===== config.mk =====
export PLATFORM = sky130hd
export DESIGN_NAME = hfc_codec
export DESIGN_NICKNAME = d
export VERILOG_FILES = /design/src/hdl/hfc_codec.v
export VERILOG_INCLUDE_DIRS = /design/src /design/src/hdl
export SDC_FILE = /design/constraint.sdc
export NUM_CORES = 1
export LEC_CHECK = 0
export ABC_AREA = 1
export BUFFER_PORTS_ARGS = -buffer_cell sky130_fd_sc_hd__buf_4
export CORE_UTILIZATION = 30
export CTS_CLUSTER_DIAMETER = 120
export DETAILED_ROUTE_END_ITERATION = 10
export PLACE_DENSITY = 0.43
export SLEW_MARGIN = 5
export SYNTH_ARGS = -nofsm -noshare
export SYNTH_HDL_FRONTEND = slang
export SYNTH_SLANG_ARGS = --single-unit

===== constraint.sdc =====
create_clock -name clk_sys -period 11.35 [get_ports clk_sys]
set_clock_uncertainty 0.2 [all_clocks]
set_input_delay 1.135 -clock clk_sys [delete_from_list [all_inputs] [get_ports clk_sys]]
set_output_delay 1.135 -clock clk_sys [all_outputs]
set_load 0.03 [all_outputs]

===== src/hdl/hfc_map.vh =====
`ifndef HFC_MAP_VH
`define HFC_MAP_VH
// Register byte offsets
`define HFC_OFF_CTRL     8'h00
`define HFC_OFF_CMD      8'h04
`define HFC_OFF_COUNTS   8'h08
`define HFC_OFF_STATUS   8'h0C
`define HFC_OFF_BAND0    8'h10
`define HFC_OFF_RANGE0   8'h40
`define HFC_NUM_BANDS    5
`define HFC_NUM_RANGES   8
// Field kinds
`define HFC_KIND_BAND    2'h0
`define HFC_KIND_PROBE   2'h1
`define HFC_KIND_CLREQ   2'h2
`define HFC_KIND_CLIST   2'h3
// Status bit positions
`define HFC_ST_BUSY      0
`define HFC_ST_CFG_ERR   1
`define HFC_ST_RX_RANGE  2
`define HFC_ST_RX_COUNT  3
`define HFC_ST_RX_MODE   4
// Level-2 octet bit positions
`define HFC_L2_TRAIN     0
`define HFC_L2_PROBE     1
`define HFC_L2_SILENT    2
// Value limits
`define HFC_PROBE_LO     7'h04
`define HFC_PROBE_HI     7'h59
`define HFC_STEP_LO      7'h01
`define HFC_STEP_HI      7'h59
`define HFC_T16_LO       7'h03
`define HFC_T16_HI       7'h3C
`define HFC_T32_LO       7'h0C
`define HFC_T32_HI       7'h59
`define HFC_CNT_SINGLE   4'h1
`define HFC_CNT_LO       4'h2
`define HFC_CNT_HI       4'h8
`define HFC_NB_LO        3'h1
`define HFC_NB_HI        3'h5
// Reset values
`define HFC_CTRL_RST     32'h0000_0040
`define HFC_COUNTS_RST   32'h0011_1111
`endif


===== src/hdl/hfc_codec.v =====
// Our own choices: the register addresses and register access over APB.
`include "hfc_map.vh"

// Octet FIFO between framer and link side
module hfc_fifo #(
    parameter W  = 8,
    parameter D  = 16,
    parameter AW = 4
) (
    input  wire          clk_sys,
    input  wire          rst,
    input  wire [W-1:0]  in_data,
    input  wire          in_valid,
    output wire          in_ready,
    output reg  [W-1:0]  out_data,
    output wire          out_valid,
    input  wire          out_ready
);
    reg  [W-1:0] mem_r [0:D-1];
    reg  [AW-1:0] wp_r;
    reg  [AW-1:0] rp_r;
    reg  [AW:0]   cnt_r;
    wire          push;
    wire          pop;

    assign in_ready  = (cnt_r != D[AW:0]);
    assign out_valid = (cnt_r != {(AW+1){1'b0}});
    assign push      = in_valid & in_ready;
    assign pop       = out_valid & out_ready;

    always @* begin
        out_data = mem_r[rp_r];
    end

    always @(posedge clk_sys) begin
        if (push) begin
            mem_r[wp_r] <= in_data;
        end
        if (rst) begin
            wp_r  <= {AW{1'b0}};
            rp_r  <= {AW{1'b0}};
            cnt_r <= {(AW+1){1'b0}};
        end else begin
            if (push) begin
                wp_r <= (wp_r == D[AW-1:0] - 1'b1) ? {AW{1'b0}} : wp_r + 1'b1;
            end
            if (pop) begin
                rp_r <= (rp_r == D[AW-1:0] - 1'b1) ? {AW{1'b0}} : rp_r + 1'b1;
            end
            if (push & ~pop) begin
                cnt_r <= cnt_r + 1'b1;
            end else if (pop & ~push) begin
                cnt_r <= cnt_r - 1'b1;
            end
        end
    end
endmodule // hfc_fifo

// Summary of operation
// - Band end tone index: bits 12..7 in octet 4n-3, bits 6..1 in 4n-2.
// - Band start tone index: bits 12..7 in octet 4n-1, bits 6..1 in 4n.
// - Band index runs 1 to 5, four consecutive octets per band.
// - Line-probe minimum and maximum rates sent only within 4 to 89.
// - Every step value sent lies within 1 to 89.
// - Both line-probe range counts independent, each 2 to 8.
// - Single line-probe range sends only first minimum, maximum, step octets.
// - Capability minimum/maximum within 3-60 for 16-TCPAM, 12-89 for 32-TCPAM.
// - Four training range counts independent, each 2 to 8.
// - Capability single range sends first octets; else count times four octets.
// - Training mode and line-probe mode bits never both set.
// - Silent-period bit forced 0 when either mode bit is 1.
// - Band list field length is four octets per described band.
module hfc_codec #(
    parameter AW_APB = 8,
    parameter FDEPTH = 16,
    parameter FAW    = 4
) (
    input  wire              clk_sys,
    input  wire              rst,
    input  wire              psel,
    input  wire              penable,
    input  wire              pwrite,
    input  wire [AW_APB-1:0] paddr,
    input  wire [31:0]       pwdata,
    output reg  [31:0]       prdata,
    output wire              pready,
    output reg               pslverr,
    output wire [7:0]        tx_octet,
    output wire              tx_valid,
    input  wire              tx_ready,
    input  wire              rx_chk_stb,
    input  wire [1:0]        rx_chk_kind,
    input  wire              rx_chk_tcpam32,
    input  wire [6:0]        rx_chk_min,
    input  wire [6:0]        rx_chk_max,
    input  wire [6:0]        rx_chk_step,
    input  wire [3:0]        rx_chk_count,
    input  wire              rx_chk_train,
    input  wire              rx_chk_probe,
    output reg               rx_chk_bad
);
    localparam ST_IDLE = 1'b0;
    localparam ST_EMIT = 1'b1;

    reg  [31:0] ctrl_r;
    reg  [31:0] counts_r;
    reg  [4:1]  err_r;
    reg  [27:0] band_r [0:`HFC_NUM_BANDS-1];
    reg  [22:0] rng_r  [0:`HFC_NUM_RANGES-1];
    reg         st_r;
    reg  [5:0]  idx_r;
    reg  [5:0]  len_r;
    reg  [7:0]  oct_nxt;
    reg  [5:0]  len_nxt;
    reg  [31:0] rd_nxt;
    reg         rd_err_nxt;
    reg  [4:1]  err_nxt;
    reg  [2:0]  bsel;
    reg  [2:0]  rsel;
    reg  [1:0]  osel;
    reg  [5:0]  j;
    integer     i;
    wire [1:0]  kind   = ctrl_r[1:0];
    wire        t32    = ctrl_r[2];
    wire        m_trn  = ctrl_r[3];
    wire        m_prb  = ctrl_r[4];
    wire        silent = ctrl_r[5];
    wire [2:0]  nbands = ctrl_r[8:6];
    wire [3:0]  cnt_pa = counts_r[3:0];
    wire [3:0]  cnt_pb = counts_r[7:4];
    wire [3:0]  cnt_ta = counts_r[11:8];
    wire [3:0]  cnt_use = (kind == `HFC_KIND_PROBE) ? cnt_pa : cnt_ta;
    wire        wr_acc = psel & penable & pwrite;
    wire        setup  = psel & ~penable;
    wire [7:0]  addr8  = paddr[7:0];
    wire        start  = wr_acc & (addr8 == `HFC_OFF_CMD) & pwdata[0] & (st_r == ST_IDLE);
    function cnt_ok;
        input [3:0] c;
        begin
            cnt_ok = (c == `HFC_CNT_SINGLE) | ((c >= `HFC_CNT_LO) & (c <= `HFC_CNT_HI));
        end
    endfunction
    function val_ok;
        input [1:0] k;
        input       w32;
        input [6:0] v;
        begin
            if (k == `HFC_KIND_PROBE) begin
                val_ok = (v >= `HFC_PROBE_LO) & (v <= `HFC_PROBE_HI);
            end else if (w32) begin
                val_ok = (v >= `HFC_T32_LO) & (v <= `HFC_T32_HI);
            end else begin
                val_ok = (v >= `HFC_T16_LO) & (v <= `HFC_T16_HI);
            end
        end
    endfunction
    function step_ok;
        input [6:0] v;
        begin
            step_ok = (v >= `HFC_STEP_LO) & (v <= `HFC_STEP_HI);
        end
    endfunction
    // Per-entry range validity
    wire [`HFC_NUM_RANGES-1:0] rng_ok;
    genvar g;
    generate
        for (g = 0; g < `HFC_NUM_RANGES; g = g + 1) begin : g_rng
            wire mm_ok = val_ok(kind, t32, rng_r[g][6:0]) & val_ok(kind, t32, rng_r[g][14:8]);
            wire s_ok  = step_ok(rng_r[g][22:16]);
            assign rng_ok[g] = (g >= cnt_use) | (mm_ok & s_ok);
        end
    endgenerate

    wire counts_ok = cnt_ok(cnt_pa) & cnt_ok(cnt_pb) & cnt_ok(cnt_ta)
                   & cnt_ok(counts_r[15:12]) & cnt_ok(counts_r[19:16])
                   & cnt_ok(counts_r[23:20]);
    wire mode_ok = ~(m_trn & m_prb);
    wire band_ok = (nbands >= `HFC_NB_LO) & (nbands <= `HFC_NB_HI);
    wire cfg_ok  = mode_ok & ((kind == `HFC_KIND_BAND) ? band_ok : (counts_ok & (&rng_ok)));

    // Frame length
    always @* begin
        if (kind == `HFC_KIND_BAND) begin
            len_nxt = {1'b0, nbands, 2'b00} + 6'h01;
        end else if (cnt_use == `HFC_CNT_SINGLE) begin
            len_nxt = 6'h04;
        end else begin
            len_nxt = {cnt_use, 2'b00} + 6'h01;
        end
    end

    // Octet at current index
    always @* begin
        j    = idx_r - 6'h01;
        bsel = j[4:2];
        osel = j[1:0];
        rsel = j[4:2];
        oct_nxt = 8'h00;
        if (idx_r == 6'h00) begin
            oct_nxt[`HFC_L2_TRAIN]  = m_trn;
            oct_nxt[`HFC_L2_PROBE]  = m_prb;
            oct_nxt[`HFC_L2_SILENT] = silent & ~m_trn & ~m_prb;
        end else if (kind == `HFC_KIND_BAND) begin
            case (osel)
                2'd0: oct_nxt = {2'b00, band_r[bsel][27:22]};
                2'd1: oct_nxt = {2'b00, band_r[bsel][21:16]};
                2'd2: oct_nxt = {2'b00, band_r[bsel][11:6]};
                default: oct_nxt = {2'b00, band_r[bsel][5:0]};
            endcase
        end else begin
            if (cnt_use == `HFC_CNT_SINGLE) begin
                rsel = 3'd0;
            end
            case (osel)
                2'd0: oct_nxt = {1'b0, rng_r[rsel][6:0]};
                2'd1: oct_nxt = {1'b0, rng_r[rsel][14:8]};
                2'd2: oct_nxt = {1'b0, rng_r[rsel][22:16]};
                default: oct_nxt = 8'h00;
            endcase
        end
    end
    wire       f_ready;
    wire       f_valid = (st_r == ST_EMIT);
    hfc_fifo #(
        .W  (8),
        .D  (FDEPTH),
        .AW (FAW)
    ) u_fifo (
        .clk_sys   (clk_sys),
        .rst       (rst),
        .in_data   (oct_nxt),
        .in_valid  (f_valid),
        .in_ready  (f_ready),
        .out_data  (tx_octet),
        .out_valid (tx_valid),
        .out_ready (tx_ready)
    );

    // Framer
    always @(posedge clk_sys) begin
        if (rst) begin
            st_r  <= ST_IDLE;
            idx_r <= 6'h00;
            len_r <= 6'h00;
        end else begin
            case (st_r)
                ST_IDLE: begin
                    if (start & cfg_ok) begin
                        st_r  <= ST_EMIT;
                        idx_r <= 6'h00;
                        len_r <= len_nxt;
                    end
                end
                default: begin
                    if (f_ready) begin
                        if (idx_r == len_r - 6'h01) begin
                            st_r <= ST_IDLE;
                        end else begin
                            idx_r <= idx_r + 6'h01;
                        end
                    end
                end
            endcase
        end
    end

    wire rx_range_bad = ~val_ok(rx_chk_kind, rx_chk_tcpam32, rx_chk_min)
                      | ~val_ok(rx_chk_kind, rx_chk_tcpam32, rx_chk_max)
                      | ~step_ok(rx_chk_step);
    wire rx_count_bad = ~cnt_ok(rx_chk_count);
    wire rx_mode_bad  = rx_chk_train & rx_chk_probe;
    wire rx_rate      = rx_chk_kind != `HFC_KIND_BAND;

    // Sticky errors, set beats clear
    always @* begin
        err_nxt = err_r;
        if (wr_acc & (addr8 == `HFC_OFF_STATUS)) begin
            err_nxt = err_r & ~pwdata[4:1];
        end
        if (start & ~cfg_ok) begin
            err_nxt[`HFC_ST_CFG_ERR] = 1'b1;
        end
        if (rx_chk_stb) begin
            if (rx_rate & rx_range_bad) begin
                err_nxt[`HFC_ST_RX_RANGE] = 1'b1;
            end
            if (rx_rate & rx_count_bad) begin
                err_nxt[`HFC_ST_RX_COUNT] = 1'b1;
            end
            if (rx_mode_bad) begin
                err_nxt[`HFC_ST_RX_MODE] = 1'b1;
            end
        end
    end

    // Read mux
    always @* begin
        rd_nxt     = 32'h0000_0000;
        rd_err_nxt = 1'b0;
        if (addr8 == `HFC_OFF_CTRL) begin
            rd_nxt = ctrl_r;
        end else if (addr8 == `HFC_OFF_CMD) begin
            rd_nxt = 32'h0000_0000;
        end else if (addr8 == `HFC_OFF_COUNTS) begin
            rd_nxt = counts_r;
        end else if (addr8 == `HFC_OFF_STATUS) begin
            rd_nxt = {27'h000_0000, err_r, st_r};
        end else if ((addr8 >= `HFC_OFF_BAND0) && (addr8 < `HFC_OFF_BAND0 + 8'h14)
                     && (addr8[1:0] == 2'b00)) begin
            rd_nxt = {4'h0, band_r[addr8[4:2] - 3'd4]};
        end else if ((addr8 >= `HFC_OFF_RANGE0) && (addr8 < `HFC_OFF_RANGE0 + 8'h20)
                     && (addr8[1:0] == 2'b00)) begin
            rd_nxt = {9'h000, rng_r[addr8[4:2]]};
        end else begin
            rd_err_nxt = 1'b1;
        end
    end
    assign pready = 1'b1;
    // APB slave registers
    always @(posedge clk_sys) begin
        if (rst) begin
            ctrl_r   <= `HFC_CTRL_RST;
            counts_r <= `HFC_COUNTS_RST;
            err_r    <= 4'h0;
            prdata   <= 32'h0000_0000;
            pslverr  <= 1'b0;
            rx_chk_bad <= 1'b0;
            for (i = 0; i < `HFC_NUM_BANDS; i = i + 1) begin
                band_r[i] <= 28'h000_0000;
            end
            for (i = 0; i < `HFC_NUM_RANGES; i = i + 1) begin
                rng_r[i] <= 23'h00_0000;
            end
        end else begin
            err_r      <= err_nxt;
            rx_chk_bad <= rx_chk_stb & ((rx_rate & (rx_range_bad | rx_count_bad)) | rx_mode_bad);
            if (setup) begin
                prdata  <= pwrite ? 32'h0000_0000 : rd_nxt;
                pslverr <= rd_err_nxt;
            end
            if (wr_acc & ~pslverr) begin
                if (addr8 == `HFC_OFF_CTRL) begin
                    ctrl_r <= {23'h00_0000, pwdata[8:0]};
                end else if (addr8 == `HFC_OFF_COUNTS) begin
                    counts_r <= {8'h00, pwdata[23:0]};
                end else if ((addr8 >= `HFC_OFF_BAND0) && (addr8 < `HFC_OFF_RANGE0)) begin
                    band_r[addr8[4:2] - 3'd4] <= {pwdata[27:16], 4'h0, pwdata[11:0]};
                end else if (addr8 >= `HFC_OFF_RANGE0) begin
                    rng_r[addr8[4:2]] <= {pwdata[22:16], 1'b0, pwdata[14:8], 1'b0, pwdata[6:0]};
                end
            end
        end
    end
endmodule // hfc_codec


==> results of run 1 <==
## cells in the final DEF (no fill, tap or decap), types with 10 or more instances in the layout
cell type and instances:
sky130_fd_sc_hd__a21oi_1 176, sky130_fd_sc_hd__o22ai_1 166, sky130_fd_sc_hd__nor3_1 38, sky130_fd_sc_hd__clkbuf_1 20, sky130_fd_sc_hd__clkbuf_16 69, sky130_fd_sc_hd__nand3_1 197, sky130_fd_sc_hd__clkinv_1 15, sky130_fd_sc_hd__nand2_1 536
sky130_fd_sc_hd__inv_1 260, sky130_fd_sc_hd__o311ai_0 10, sky130_fd_sc_hd__ha_1 15, sky130_fd_sc_hd__dfxtp_1 95, sky130_fd_sc_hd__o31ai_1 24, sky130_fd_sc_hd__edfxtp_1 472, sky130_fd_sc_hd__inv_2 13, sky130_fd_sc_hd__or2_2 14
sky130_fd_sc_hd__buf_4 159, sky130_fd_sc_hd__nor2_1 589, sky130_fd_sc_hd__o21ai_1 16, sky130_fd_sc_hd__o221ai_1 10, sky130_fd_sc_hd__o21ai_0 287, sky130_fd_sc_hd__o211ai_1 103, sky130_fd_sc_hd__mux2i_1 31, sky130_fd_sc_hd__nand4_1 26
## power groups by stage
stage | clock, mW | sequential, mW | combinational (mW)
final | 2.25 | 2.37 | 0.635
after global routing | 2.37 | 2.37 | 0.695
after CTS | 2.29 | 2.37 | 0.638
after detailed placement | 0 | 2.41 | 0.636
after global placement | 0 | 2.41 | 0.636
after floorplan | 0 | 2.39 | 0.408
## metrics by stage
step	power, mW	hold slack, ns	worst slack (ns)	utilization [%]	area, um2
2_1_floorplan	2.80	0.236	6.86	-	29500
3_3_place_gp	3.05	0.253	5.35	32.4	31500
3_5_place_dp	3.05	0.256	5.32	32.4	31500
4_1_cts	5.30	0.264	5.29	34.7	33800
5_1_grt	5.44	0.280	5.03	34.7	33800
6_report	5.25	0.262	5.28	34.7	33800
## synth_stat cells, types with 3 or more instances
cell / instances
sky130_fd_sc_hd__a22oi_1: 3
sky130_fd_sc_hd__clkinv_1: 5
sky130_fd_sc_hd__nand3_1: 197
sky130_fd_sc_hd__buf_6: 4
sky130_fd_sc_hd__buf_2: 43
sky130_fd_sc_hd__mux2i_1: 31
sky130_fd_sc_hd__o21a_1: 6
sky130_fd_sc_hd__xor2_1: 11
sky130_fd_sc_hd__o21bai_1: 5
sky130_fd_sc_hd__o311ai_0: 10
sky130_fd_sc_hd__nand2_1: 539
sky130_fd_sc_hd__xnor2_1: 3
sky130_fd_sc_hd__clkbuf_1: 136
sky130_fd_sc_hd__a31oi_1: 9
sky130_fd_sc_hd__nor4_1: 6
sky130_fd_sc_hd__o31ai_1: 24
sky130_fd_sc_hd__o22ai_1: 166
sky130_fd_sc_hd__a211oi_1: 4
sky130_fd_sc_hd__dfxtp_1: 96
sky130_fd_sc_hd__o221ai_1: 10
sky130_fd_sc_hd__a21oi_1: 176
sky130_fd_sc_hd__nor2_1: 590
sky130_fd_sc_hd__inv_2: 11
sky130_fd_sc_hd__o21ai_1: 16
sky130_fd_sc_hd__buf_4: 12
sky130_fd_sc_hd__o211ai_1: 103
sky130_fd_sc_hd__o21ai_0: 287
sky130_fd_sc_hd__nand3b_1: 3
sky130_fd_sc_hd__ha_1: 15
sky130_fd_sc_hd__buf_1: 21
sky130_fd_sc_hd__or2_2: 14
sky130_fd_sc_hd__inv_1: 263
sky130_fd_sc_hd__nor2_2: 3
sky130_fd_sc_hd__nand4_1: 26
sky130_fd_sc_hd__nor3_1: 41
sky130_fd_sc_hd__edfxtp_1: 472
sky130_fd_sc_hd__o21ai_2: 4
## registers in the layout, indices dropped and copies added, names as in the netlist, 4 cells and up, named ones only
name          count
band_r          192
rng_r           168
u_fifo.mem_r    112
prdata           28
counts_r         24
ctrl_r            9
idx_r             6
len_r             5
u_fifo.cnt_r      5
err_r             4
u_fifo.rp_r       4
u_fifo.wp_r       4
## how the worst max path moves through the flow
stage / endpoint
3_3_place_gp: u_fifo.mem_r[8][3]$_DFFE_PP_
5_1_grt: u_fifo.mem_r[5][3]$_DFFE_PP_
3_5_place_dp: u_fifo.mem_r[8][3]$_DFFE_PP_
6_report: u_fifo.mem_r[3][5]$_DFFE_PP_
2_1_floorplan: band_r[5][0]$_DFFE_PP_
4_1_cts: u_fifo.mem_r[5][3]$_DFFE_PP_
## cell type report
type / instances / area (um2)
fillers: 10000 / 63400
flip-flops and latches: 568 / 16100
multi-input cells: 2335 / 11600
clock buffers: 90 / 1820
well taps: 1276 / 1600
repair buffers: 159 / 1190
inverters: 279 / 1050
clock inverters: 34 / 444
## cells by family (layout without fill, tap and decap cells)
group | after synthesis | in the layout | synth area share (%)
and+or+nand+nor | 1432 | 1432 | 19.9
muxes | 32 | 32 | 1.09
AOI/OAI and AO/OA | 835 | 835 | 16.6
other | 2 | 6 | 0.0254
xor gates and xnor gates | 14 | 14 | 0.415
DFF | 568 | 568 | 54.5
buffers and inverters | 495 | 562 | 6.73
adders and majority gates | 16 | 16 | 0.704
## per-layer routing
layer	wire length (um)	vias up	GRT usage (%)
met3	7640	142	2.81
met2	50700	953	35.0
met5	0	-	0
li1	-	11900	-
met4	3130	0	7.06
met1	52300	12100	32.2
## critical path: stages, from the launching register on
cell	delay (ns)
sky130_fd_sc_hd__dfxtp_1	0.36
sky130_fd_sc_hd__inv_1	0.21
sky130_fd_sc_hd__ha_1	0.54
sky130_fd_sc_hd__inv_2	0.23
sky130_fd_sc_hd__nand2_1	0.12
sky130_fd_sc_hd__and2_4	0.37
sky130_fd_sc_hd__buf_4	0.69
sky130_fd_sc_hd__nand2_4	0.52
sky130_fd_sc_hd__buf_4	0.53
sky130_fd_sc_hd__o211ai_1	0.41
sky130_fd_sc_hd__nand2_1	0.09
sky130_fd_sc_hd__nand2_1	0.07
sky130_fd_sc_hd__nand3_1	0.20
sky130_fd_sc_hd__a31oi_2	1.01
==> flow_summary.html, run 1 <==
<table>
<tr><th>Metric</th><th>Value</th></tr>
<tr><th colspan="2">CTS</th></tr>
<tr><td>Max clock buf depth</td><td>3</td></tr>
<tr><td>Clk Latency, worst-skew pair</td><td>about 0.64 ns</td></tr>
<tr><td>CTS sink count</td><td>568</td></tr>
<tr><td>Post-CTS Hold Fix Bufs</td><td>0</td></tr>
<tr><td>Post-CTS setup buffer count</td><td>0</td></tr>
<tr><td>Number of instances resized during post-cts repair</td><td>0</td></tr>
<tr><td>Clock tree from TritonCTS</td><td>built</td></tr>
<tr><td>Deepest level of the CTS H-tree</td><td>3</td></tr>
<tr><td>Number of buffers inserted during clock tree synthesis</td><td>69</td></tr>
<tr><td>Root buffer selected by CTS</td><td>sky130_fd_sc_hd__clkbuf_16</td></tr>
<tr><td>Clock-pin slew reported for the worst setup and hold paths after clock tree synthesis</td><td>approximately 0.060 ns</td></tr>
<tr><th colspan="2">Synthesis</th></tr>
<tr><td>Sequential element share of the synthesized area</td><td>54.5%</td></tr>
<tr><td>Post-synth top area share</td><td>48.0%</td></tr>
<tr><td>Synthesized area per cell</td><td>roughly 8.7 um2</td></tr>
<tr><td>Number of synthesized flops with an enable pin</td><td>about 470</td></tr>
<tr><td>Count of distinct cell types in the synthesized netlist</td><td>57</td></tr>
<tr><td>Yosys warning total</td><td>0</td></tr>
<tr><td>Cell Area, Synth</td><td>between 20,000 and 30,000 um2</td></tr>
<tr><td>FF+latch count, synth</td><td>about 570</td></tr>
<tr><td>Cell type with the largest total area after synthesis</td><td>sky130_fd_sc_hd__edfxtp_1</td></tr>
<tr><td>Largest cells by area after synthesis</td><td>sky130_fd_sc_hd__edfxtp_1, sky130_fd_sc_hd__nor2_1, sky130_fd_sc_hd__nand2_1</td></tr>
<tr><td>Ys flop type</td><td>sky130_fd_sc_hd__edfxtp_1</td></tr>
<tr><td>Instance count of the mapped netlist</td><td>between 3,000 and 4,000</td></tr>
<tr><td>Async set or reset register ratio after synthesis</td><td>0%</td></tr>
<tr><th colspan="2">STA</th></tr>
<tr><td>Setup repair after global routing missed its margin</td><td>no</td></tr>
<tr><td>Worst rel slew slack</td><td>roughly a tenth</td></tr>
<tr><td>Setup violations, final</td><td>0</td></tr>
<tr><td>Minimum clock period after layout</td><td>6.07 ns</td></tr>
<tr><td>Portion of the clock cycle consumed by the worst path in the final layout</td><td>53.4%</td></tr>
<tr><td>Worst Tran Pin Value</td><td>between 1 and 1.5 ns</td></tr>
<tr><td>Max Transition Viols Final</td><td>0</td></tr>
<tr><td>Number of endpoints with negative hold slack in the final report</td><td>0</td></tr>
<tr><td>Setup TNS Final</td><td>0 ns</td></tr>
<tr><td>Fmax</td><td>approximately 160 MHz</td></tr>
<tr><th colspan="2">Setup path</th></tr>
<tr><td>Worst reg2reg startpoint</td><td>idx_r[0]$_SDFFE_PP0P_</td></tr>
<tr><td>Capture instance of the worst register-to-register path</td><td>u_fifo.mem_r[3][5]$_DFFE_PP_</td></tr>
<tr><td>Nature of the critical path endpoint</td><td>register</td></tr>
<tr><td>Critical path data required time</td><td>11.41 ns</td></tr>
<tr><td>Setup slack on the worst flop-to-flop path</td><td>around 5.3 ns</td></tr>
<tr><td>Max FO, Critical Path</td><td>just under 90</td></tr>
<tr><td>Cell depth of the worst flop-to-flop path</td><td>13</td></tr>
<tr><td>Startpoint type of the worst setup path</td><td>register</td></tr>
<tr><td>Beginning of the critical path</td><td>idx_r[0]$_SDFFE_PP0P_</td></tr>
<tr><td>Worst endpoint data arrival time</td><td>just over 6 ns</td></tr>
<tr><td>Critical path type</td><td>reg2reg</td></tr>
<tr><th colspan="2">Min path</th></tr>
<tr><td>Endpoint of the worst hold-timing path</td><td>prdata[1]$_SDFFE_PP0P_</td></tr>
<tr><td>Hold path cells</td><td>2</td></tr>
<tr><td>HP Start</td><td>prdata[1]$_SDFFE_PP0P_</td></tr>
<tr><td>Worst hold path class</td><td>reg2reg</td></tr>
<tr><th colspan="2">Place</th></tr>
<tr><td># port buffers</td><td>between 100 and 150</td></tr>
<tr><td>Routability-driven placement congestion ratio</td><td>about 0.88</td></tr>
<tr><td>Cell total after placement</td><td>roughly 4,600</td></tr>
<tr><td>HPWL after detailed placement</td><td>roughly 76 mm</td></tr>
<tr><th colspan="2">Global routing</th></tr>
<tr><td>Tot GR Track Use</td><td>between 20 and 25%</td></tr>
<tr><td>Global-route wire length before repair</td><td>163 mm</td></tr>
<tr><td>Vias in the first global route</td><td>about 23,000</td></tr>
<tr><td>Maximum number of pins on one net before global-route repair</td><td>89</td></tr>
<tr><td>Overflow left after global routing</td><td>0</td></tr>
<tr><td>Antenna violations before repair</td><td>0</td></tr>
<tr><th colspan="2">Power</th></tr>
<tr><td>Switching power as a share of total power</td><td>27.2%</td></tr>
<tr><td>Logic pwr share</td><td>about an eighth</td></tr>
<tr><td>Cell internal power dissipation</td><td>between 3 and 4 mW</td></tr>
<tr><td>Clock network power share</td><td>42.9%</td></tr>
<tr><td>Switching power</td><td>about 1.4 mW</td></tr>
<tr><td>Pwr dens</td><td>roughly 160 nW/um2</td></tr>
<tr><td>LEAKAGE</td><td>roughly 13 nW</td></tr>
<tr><td>Sequential share of power</td><td>between 40 and 50%</td></tr>
<tr><td>Worst voltage drop across the vdd grid</td><td>approximately 0.13 mV</td></tr>
<tr><th colspan="2">Detailed routing</th></tr>
<tr><td>Antenna Violating Nets Remaining</td><td>0</td></tr>
<tr><td>Vias after detailed routing</td><td>~25,000</td></tr>
<tr><td>Initial drt markers</td><td>2,498</td></tr>
<tr><td>Remaining routing DRC violations</td><td>0</td></tr>
<tr><td>Total wire length</td><td>114 mm</td></tr>
<tr><td>Drt first pass iters</td><td>6</td></tr>
<tr><td>WL/cell</td><td>approximately 24 um</td></tr>
<tr><td>Via-per-instance ratio</td><td>~5.3</td></tr>
<tr><th colspan="2">Floorplan</th></tr>
<tr><td>Area of the die</td><td>roughly 100,000 um2</td></tr>
<tr><td>Cell Rows</td><td>~110</td></tr>
<tr><td>Die span in x</td><td>approximately 320 um</td></tr>
<tr><td>Die extent in y</td><td>316 um</td></tr>
<tr><td>Count of pins on the block boundary</td><td>between 100 and 150</td></tr>
<tr><td>Core Box Area</td><td>97,100 um2</td></tr>
<tr><td>Starting density of the core</td><td>30.4%</td></tr>
<tr><th colspan="2">Final layout</th></tr>
<tr><td>Layout Nets</td><td>3,505</td></tr>
<tr><td>Final non-filler cell total</td><td>4,741</td></tr>
<tr><td>Fraction of layout cells with a size suffix above 1</td><td>slightly above 9%</td></tr>
<tr><td>N_diodes</td><td>0</td></tr>
<tr><td>Synth-to-layout area growth</td><td>14.3%</td></tr>
<tr><th colspan="2">Job</th></tr>
<tr><td>Maxcap violations</td><td>0</td></tr>
<tr><th colspan="2">Outcome</th></tr>
<tr><td>Run status</td><td>complete, no violations</td></tr>
</table>
(Power assumes the default switching activity.)
==> run 2: changes to the inputs <==
Clock period 11.35 ns to 5.7 ns, I/O delays scaled along.
==> flow_summary.html, run 2 (synthesis results as in run 1) <==
<table>
<tr><th>Metric</th><th>Value</th></tr>
<tr><th colspan="2">Floorplan</th></tr>
<tr><td>Cell Rows</td><td>114 (unchanged)</td></tr>
<tr><td>Core Box Area</td><td>97,100 um2 (unchanged)</td></tr>
<tr><td>Die span in x</td><td>316 um (unchanged)</td></tr>
<tr><td>Starting density of the core</td><td>30.4% (unchanged)</td></tr>
<tr><td>Area of the die</td><td>99,700 um2 (unchanged)</td></tr>
<tr><td>Count of pins on the block boundary</td><td>121 (unchanged)</td></tr>
<tr><td>Die extent in y</td><td>316 um (unchanged)</td></tr>
<tr><th colspan="2">STA</th></tr>
<tr><td>Worst rel slew slack</td><td>16.1% (was 9.45%)</td></tr>
<tr><td>Worst Tran Pin Value</td><td>1.25 ns (was 1.35 ns)</td></tr>
<tr><td>Setup repair after global routing missed its margin</td><td>no (unchanged)</td></tr>
<tr><td>Minimum clock period after layout</td><td>4.77 ns (was 6.07 ns)</td></tr>
<tr><td>Setup violations, final</td><td>0 (unchanged)</td></tr>
<tr><td>Setup TNS Final</td><td>0 ns (unchanged)</td></tr>
<tr><td>Portion of the clock cycle consumed by the worst path in the final layout</td><td>83.6% (was 53.4%)</td></tr>
<tr><td>Max Transition Viols Final</td><td>0 (unchanged)</td></tr>
<tr><td>Fmax</td><td>210 MHz (was 165 MHz)</td></tr>
<tr><td>Number of endpoints with negative hold slack in the final report</td><td>0 (unchanged)</td></tr>
<tr><th colspan="2">Min path</th></tr>
<tr><td>Endpoint of the worst hold-timing path</td><td>counts_r[12]$_SDFFE_PP1P_ (was prdata[1]$_SDFFE_PP0P_)</td></tr>
<tr><td>HP Start</td><td>pwdata[12] (was prdata[1]$_SDFFE_PP0P_)</td></tr>
<tr><td>Worst hold path class</td><td>in2reg (was reg2reg)</td></tr>
<tr><td>Hold path cells</td><td>3 (was 2)</td></tr>
<tr><th colspan="2">CTS</th></tr>
<tr><td>Number of instances resized during post-cts repair</td><td>0 (unchanged)</td></tr>
<tr><td>Root buffer selected by CTS</td><td>sky130_fd_sc_hd__clkbuf_16 (unchanged)</td></tr>
<tr><td>Max clock buf depth</td><td>3 (unchanged)</td></tr>
<tr><td>Clock tree from TritonCTS</td><td>built (unchanged)</td></tr>
<tr><td>Clk Latency, worst-skew pair</td><td>0.63 ns (was 0.64 ns)</td></tr>
<tr><td>Deepest level of the CTS H-tree</td><td>3 (unchanged)</td></tr>
<tr><td>Clock-pin slew reported for the worst setup and hold paths after clock tree synthesis</td><td>0.07 ns (was 0.06 ns)</td></tr>
<tr><td>Number of buffers inserted during clock tree synthesis</td><td>69 (unchanged)</td></tr>
<tr><td>CTS sink count</td><td>568 (unchanged)</td></tr>
<tr><th colspan="2">Final layout</th></tr>
<tr><td>Most used cells in the layout excluding fill and tap cells</td><td>sky130_fd_sc_hd__nor2_1, sky130_fd_sc_hd__nand2_1, sky130_fd_sc_hd__edfxtp_1 (unchanged)</td></tr>
<tr><td>Fraction of layout cells with a size suffix above 1</td><td>10.1% (was 9.12%)</td></tr>
<tr><td>Layout Nets</td><td>3,557 (was 3,505)</td></tr>
<tr><td>Max FFs per register</td><td>192 (unchanged)</td></tr>
<tr><td>Filler cells</td><td>10,000 (about the same)</td></tr>
<tr><td>Largest registers in the final layout</td><td>band_r x192, rng_r x168, u_fifo.mem_r x112 (unchanged)</td></tr>
<tr><td>Most common cell after layout, fill and taps aside</td><td>sky130_fd_sc_hd__nor2_1 (unchanged)</td></tr>
<tr><td>Synth-to-layout area growth</td><td>16.4% (was 14.3%)</td></tr>
<tr><td>Register name with the most flops</td><td>band_r (unchanged)</td></tr>
<tr><th colspan="2">Power</th></tr>
<tr><td>Sequential share of power</td><td>45.2% (was 45.0%)</td></tr>
<tr><td>Switching power as a share of total power</td><td>27.7% (was 27.2%)</td></tr>
<tr><td>Total power draw</td><td>10.5 mW (was 5.25 mW)</td></tr>
<tr><td>LEAKAGE</td><td>13.1 nW (was 12.8 nW)</td></tr>
<tr><td>Switching power</td><td>2.91 mW (was 1.43 mW)</td></tr>
<tr><td>Cell internal power dissipation</td><td>7.61 mW (was 3.83 mW)</td></tr>
<tr><td>Pwr dens</td><td>306 nW/um2 (was 156 nW/um2)</td></tr>
<tr><td>Logic pwr share</td><td>11.8% (was 12.1%)</td></tr>
<tr><td>Clock network power share</td><td>43.1% (was 42.9%)</td></tr>
<tr><td>Worst voltage drop across the vdd grid</td><td>0.224 mV (was 0.133 mV)</td></tr>
<tr><th colspan="2">Global routing</th></tr>
<tr><td>Antenna violations before repair</td><td>2 (was 0)</td></tr>
<tr><td>Tot GR Track Use</td><td>22.6% (was 22.4%)</td></tr>
<tr><td>Global-route wire length before repair</td><td>164 mm (was 163 mm)</td></tr>
<tr><td>Vias in the first global route</td><td>23,500 (was 23,400)</td></tr>
<tr><td>Maximum number of pins on one net before global-route repair</td><td>78 (was 89)</td></tr>
<tr><td>Overflow left after global routing</td><td>0 (unchanged)</td></tr>
<tr><th colspan="2">Setup path</th></tr>
<tr><td>Critical path data required time</td><td>5.76 ns (was 11.41 ns)</td></tr>
<tr><td>Worst endpoint data arrival time</td><td>4.82 ns (was 6.12 ns)</td></tr>
<tr><td>Slowest cell delay on critical path</td><td>0.98 ns (was 1.01 ns)</td></tr>
<tr><td>Number of buffers and inverters on the critical path</td><td>4 (unchanged)</td></tr>
<tr><td>Cells along the critical path</td><td>inv_1, ha_1, inv_2, nand2_1, and2_4, inv_2, buf_4, nor2_1, o311ai_0, nand3_1, nand4_1, nand2_1, a31oi_2 (was inv_1, ha_1, inv_2, nand2_1, and2_4, buf_4, nand2_4, buf_4, o211ai_1, nand2_1, nand2_1, nand3_1, a31oi_2)</td></tr>
<tr><td>Setup slack on the worst flop-to-flop path</td><td>0.93 ns (was 5.28 ns)</td></tr>
<tr><td>Crit path depth</td><td>13 (unchanged)</td></tr>
<tr><td>Worst reg2reg startpoint</td><td>idx_r[0]$_SDFFE_PP0P_ (unchanged)</td></tr>
<tr><td>Nature of the critical path endpoint</td><td>register (unchanged)</td></tr>
<tr><td>Cell depth of the worst flop-to-flop path</td><td>13 (unchanged)</td></tr>
<tr><td>Critical path type</td><td>reg2reg (unchanged)</td></tr>
<tr><td>Cell family with the largest share of critical-path delay</td><td>compound AO/OA/AOI/OAI gates (was buffers and inverters)</td></tr>
<tr><td>Max FO, Critical Path</td><td>19 (was 88)</td></tr>
<tr><td>Capture instance of the worst register-to-register path</td><td>u_fifo.mem_r[13][3]$_DFFE_PP_ (was u_fifo.mem_r[3][5]$_DFFE_PP_)</td></tr>
<tr><td>Startpoint type of the worst setup path</td><td>register (unchanged)</td></tr>
<tr><td>Crit-path slowest cell</td><td>sky130_fd_sc_hd__a31oi_2 (unchanged)</td></tr>
<tr><th colspan="2">Detailed routing</th></tr>
<tr><td>Remaining routing DRC violations</td><td>0 (unchanged)</td></tr>
<tr><td>Antenna Violating Nets Remaining</td><td>0 (unchanged)</td></tr>
<tr><td>Via-per-instance ratio</td><td>5.29 (was 5.30)</td></tr>
<tr><td>Vias after detailed routing</td><td>25,400 (was 25,100)</td></tr>
<tr><td>Total wire length</td><td>115 mm (was 114 mm)</td></tr>
<tr><td>Drt first pass iters</td><td>6 (unchanged)</td></tr>
<tr><td>Initial drt markers</td><td>2,733 (was 2,498)</td></tr>
<tr><td>WL/cell</td><td>23.9 um (was 24.0 um)</td></tr>
<tr><th colspan="2">Place</th></tr>
<tr><td># port buffers</td><td>110 (unchanged)</td></tr>
<tr><td>Routability-driven placement congestion ratio</td><td>0.871 (was 0.878)</td></tr>
<tr><td>HPWL after detailed placement</td><td>78.8 mm (was 75.7 mm)</td></tr>
<tr><th colspan="2">Job</th></tr>
<tr><td>Maxcap violations</td><td>0 (unchanged)</td></tr>
<tr><th colspan="2">Outcome</th></tr>
<tr><td>Run status</td><td>complete, no violations (unchanged)</td></tr>
</table>
## run 2: cell count changes in the layout (fill, tap and decap cells not counted), sizes merged
cell,change
buf,+26
bufinv,-2
clkbuf,-7
clkinv,+5
clkinvlp,+4
diode,+1
dlygate4sd3,+26
## run 2: through the flow
stage | hold WS [ns] | utilization [%] | cells | cell area, um2 | setup WS [ns]
floorplan | 0.236 | - | 3398 | 29500 | 1.78
global placement | 0.254 | 32.7 | 4643 | 31800 | 1.12
CTS | 0.00307 | 35.4 | 4793 | 34400 | 1.05
detailed placement | 0.256 | 32.7 | 4643 | 31800 | 1.11
global route | 0.0262 | 35.4 | 4794 | 34400 | 0.746
finish | 0.0246 | 35.4 | 4794 | 34400 | 0.935
## run 2: worst max-delay path by stage
stage                                from                             to  slack, ns
global route        idx_r[0]$_SDFFE_PP0P_   u_fifo.mem_r[3][3]$_DFFE_PP_       0.75
CTS                 idx_r[0]$_SDFFE_PP0P_   u_fifo.mem_r[3][3]$_DFFE_PP_       1.05
floorplan                        paddr[4]         band_r[5][0]$_DFFE_PP_       1.78
global placement    idx_r[1]$_SDFFE_PP0P_  u_fifo.mem_r[15][3]$_DFFE_PP_       1.12
finish              idx_r[0]$_SDFFE_PP0P_  u_fifo.mem_r[13][3]$_DFFE_PP_       0.93
detailed placement  idx_r[0]$_SDFFE_PP0P_  u_fifo.mem_r[15][3]$_DFFE_PP_       1.11
## run 2: routing by layer
| metal | routed length (um) | part of all wire [%] | up-vias | global-route usage [%] |
|---|---|---|---|---|
| met4 | 3650 | 3.2 | 2 | 7.94 |
| met2 | 50100 | 44 | 994 | 34.3 |
| met1 | 52100 | 45 | 12200 | 32.4 |
| met5 | 12 | 0.010 | - | 0 |
| li1 | - | - | 12000 | - |
| met3 | 8770 | 7.7 | 153 | 3.60 |
## run 2: power by group through the flow
stage	clock network [mW]	logic (mW)	registers (mW)
after global placement	0	1.22	4.84
after global routing	4.76	1.36	4.77
after detailed placement	0	1.23	4.84
after floorplan	0	0.811	4.76
final	4.53	1.24	4.75
after CTS	4.62	1.24	4.75
## run 2: cell type report
cell class                      count  area (um2)  area share [%]
Multi-Input combinational cell   2335       11600            33.6
Tap cell                         1276        1600            4.65
Sequential cell                   568       16100            46.9
Clock buffer                       83        1830            5.34
Antenna cell                        1        2.50         0.00728
Clock inverter                     41         480            1.40
Timing Repair Buffer              211        1740            5.06
Inverter                          279        1050            3.05
## run 2: worst reg2reg max path, delay by kind of cell (launching register included)
family	cells	cell delay, ns
compound gates	2	1.39
buf+inv	4	0.99
simple gates	6	0.94
fa+ha+maj	1	0.43
flops	1	0.40
## run 2: timing repair
action	in CTS	in global routing
hold buffers	26	0
hold endpoints to repair	76	0
buffers inserted	0	0
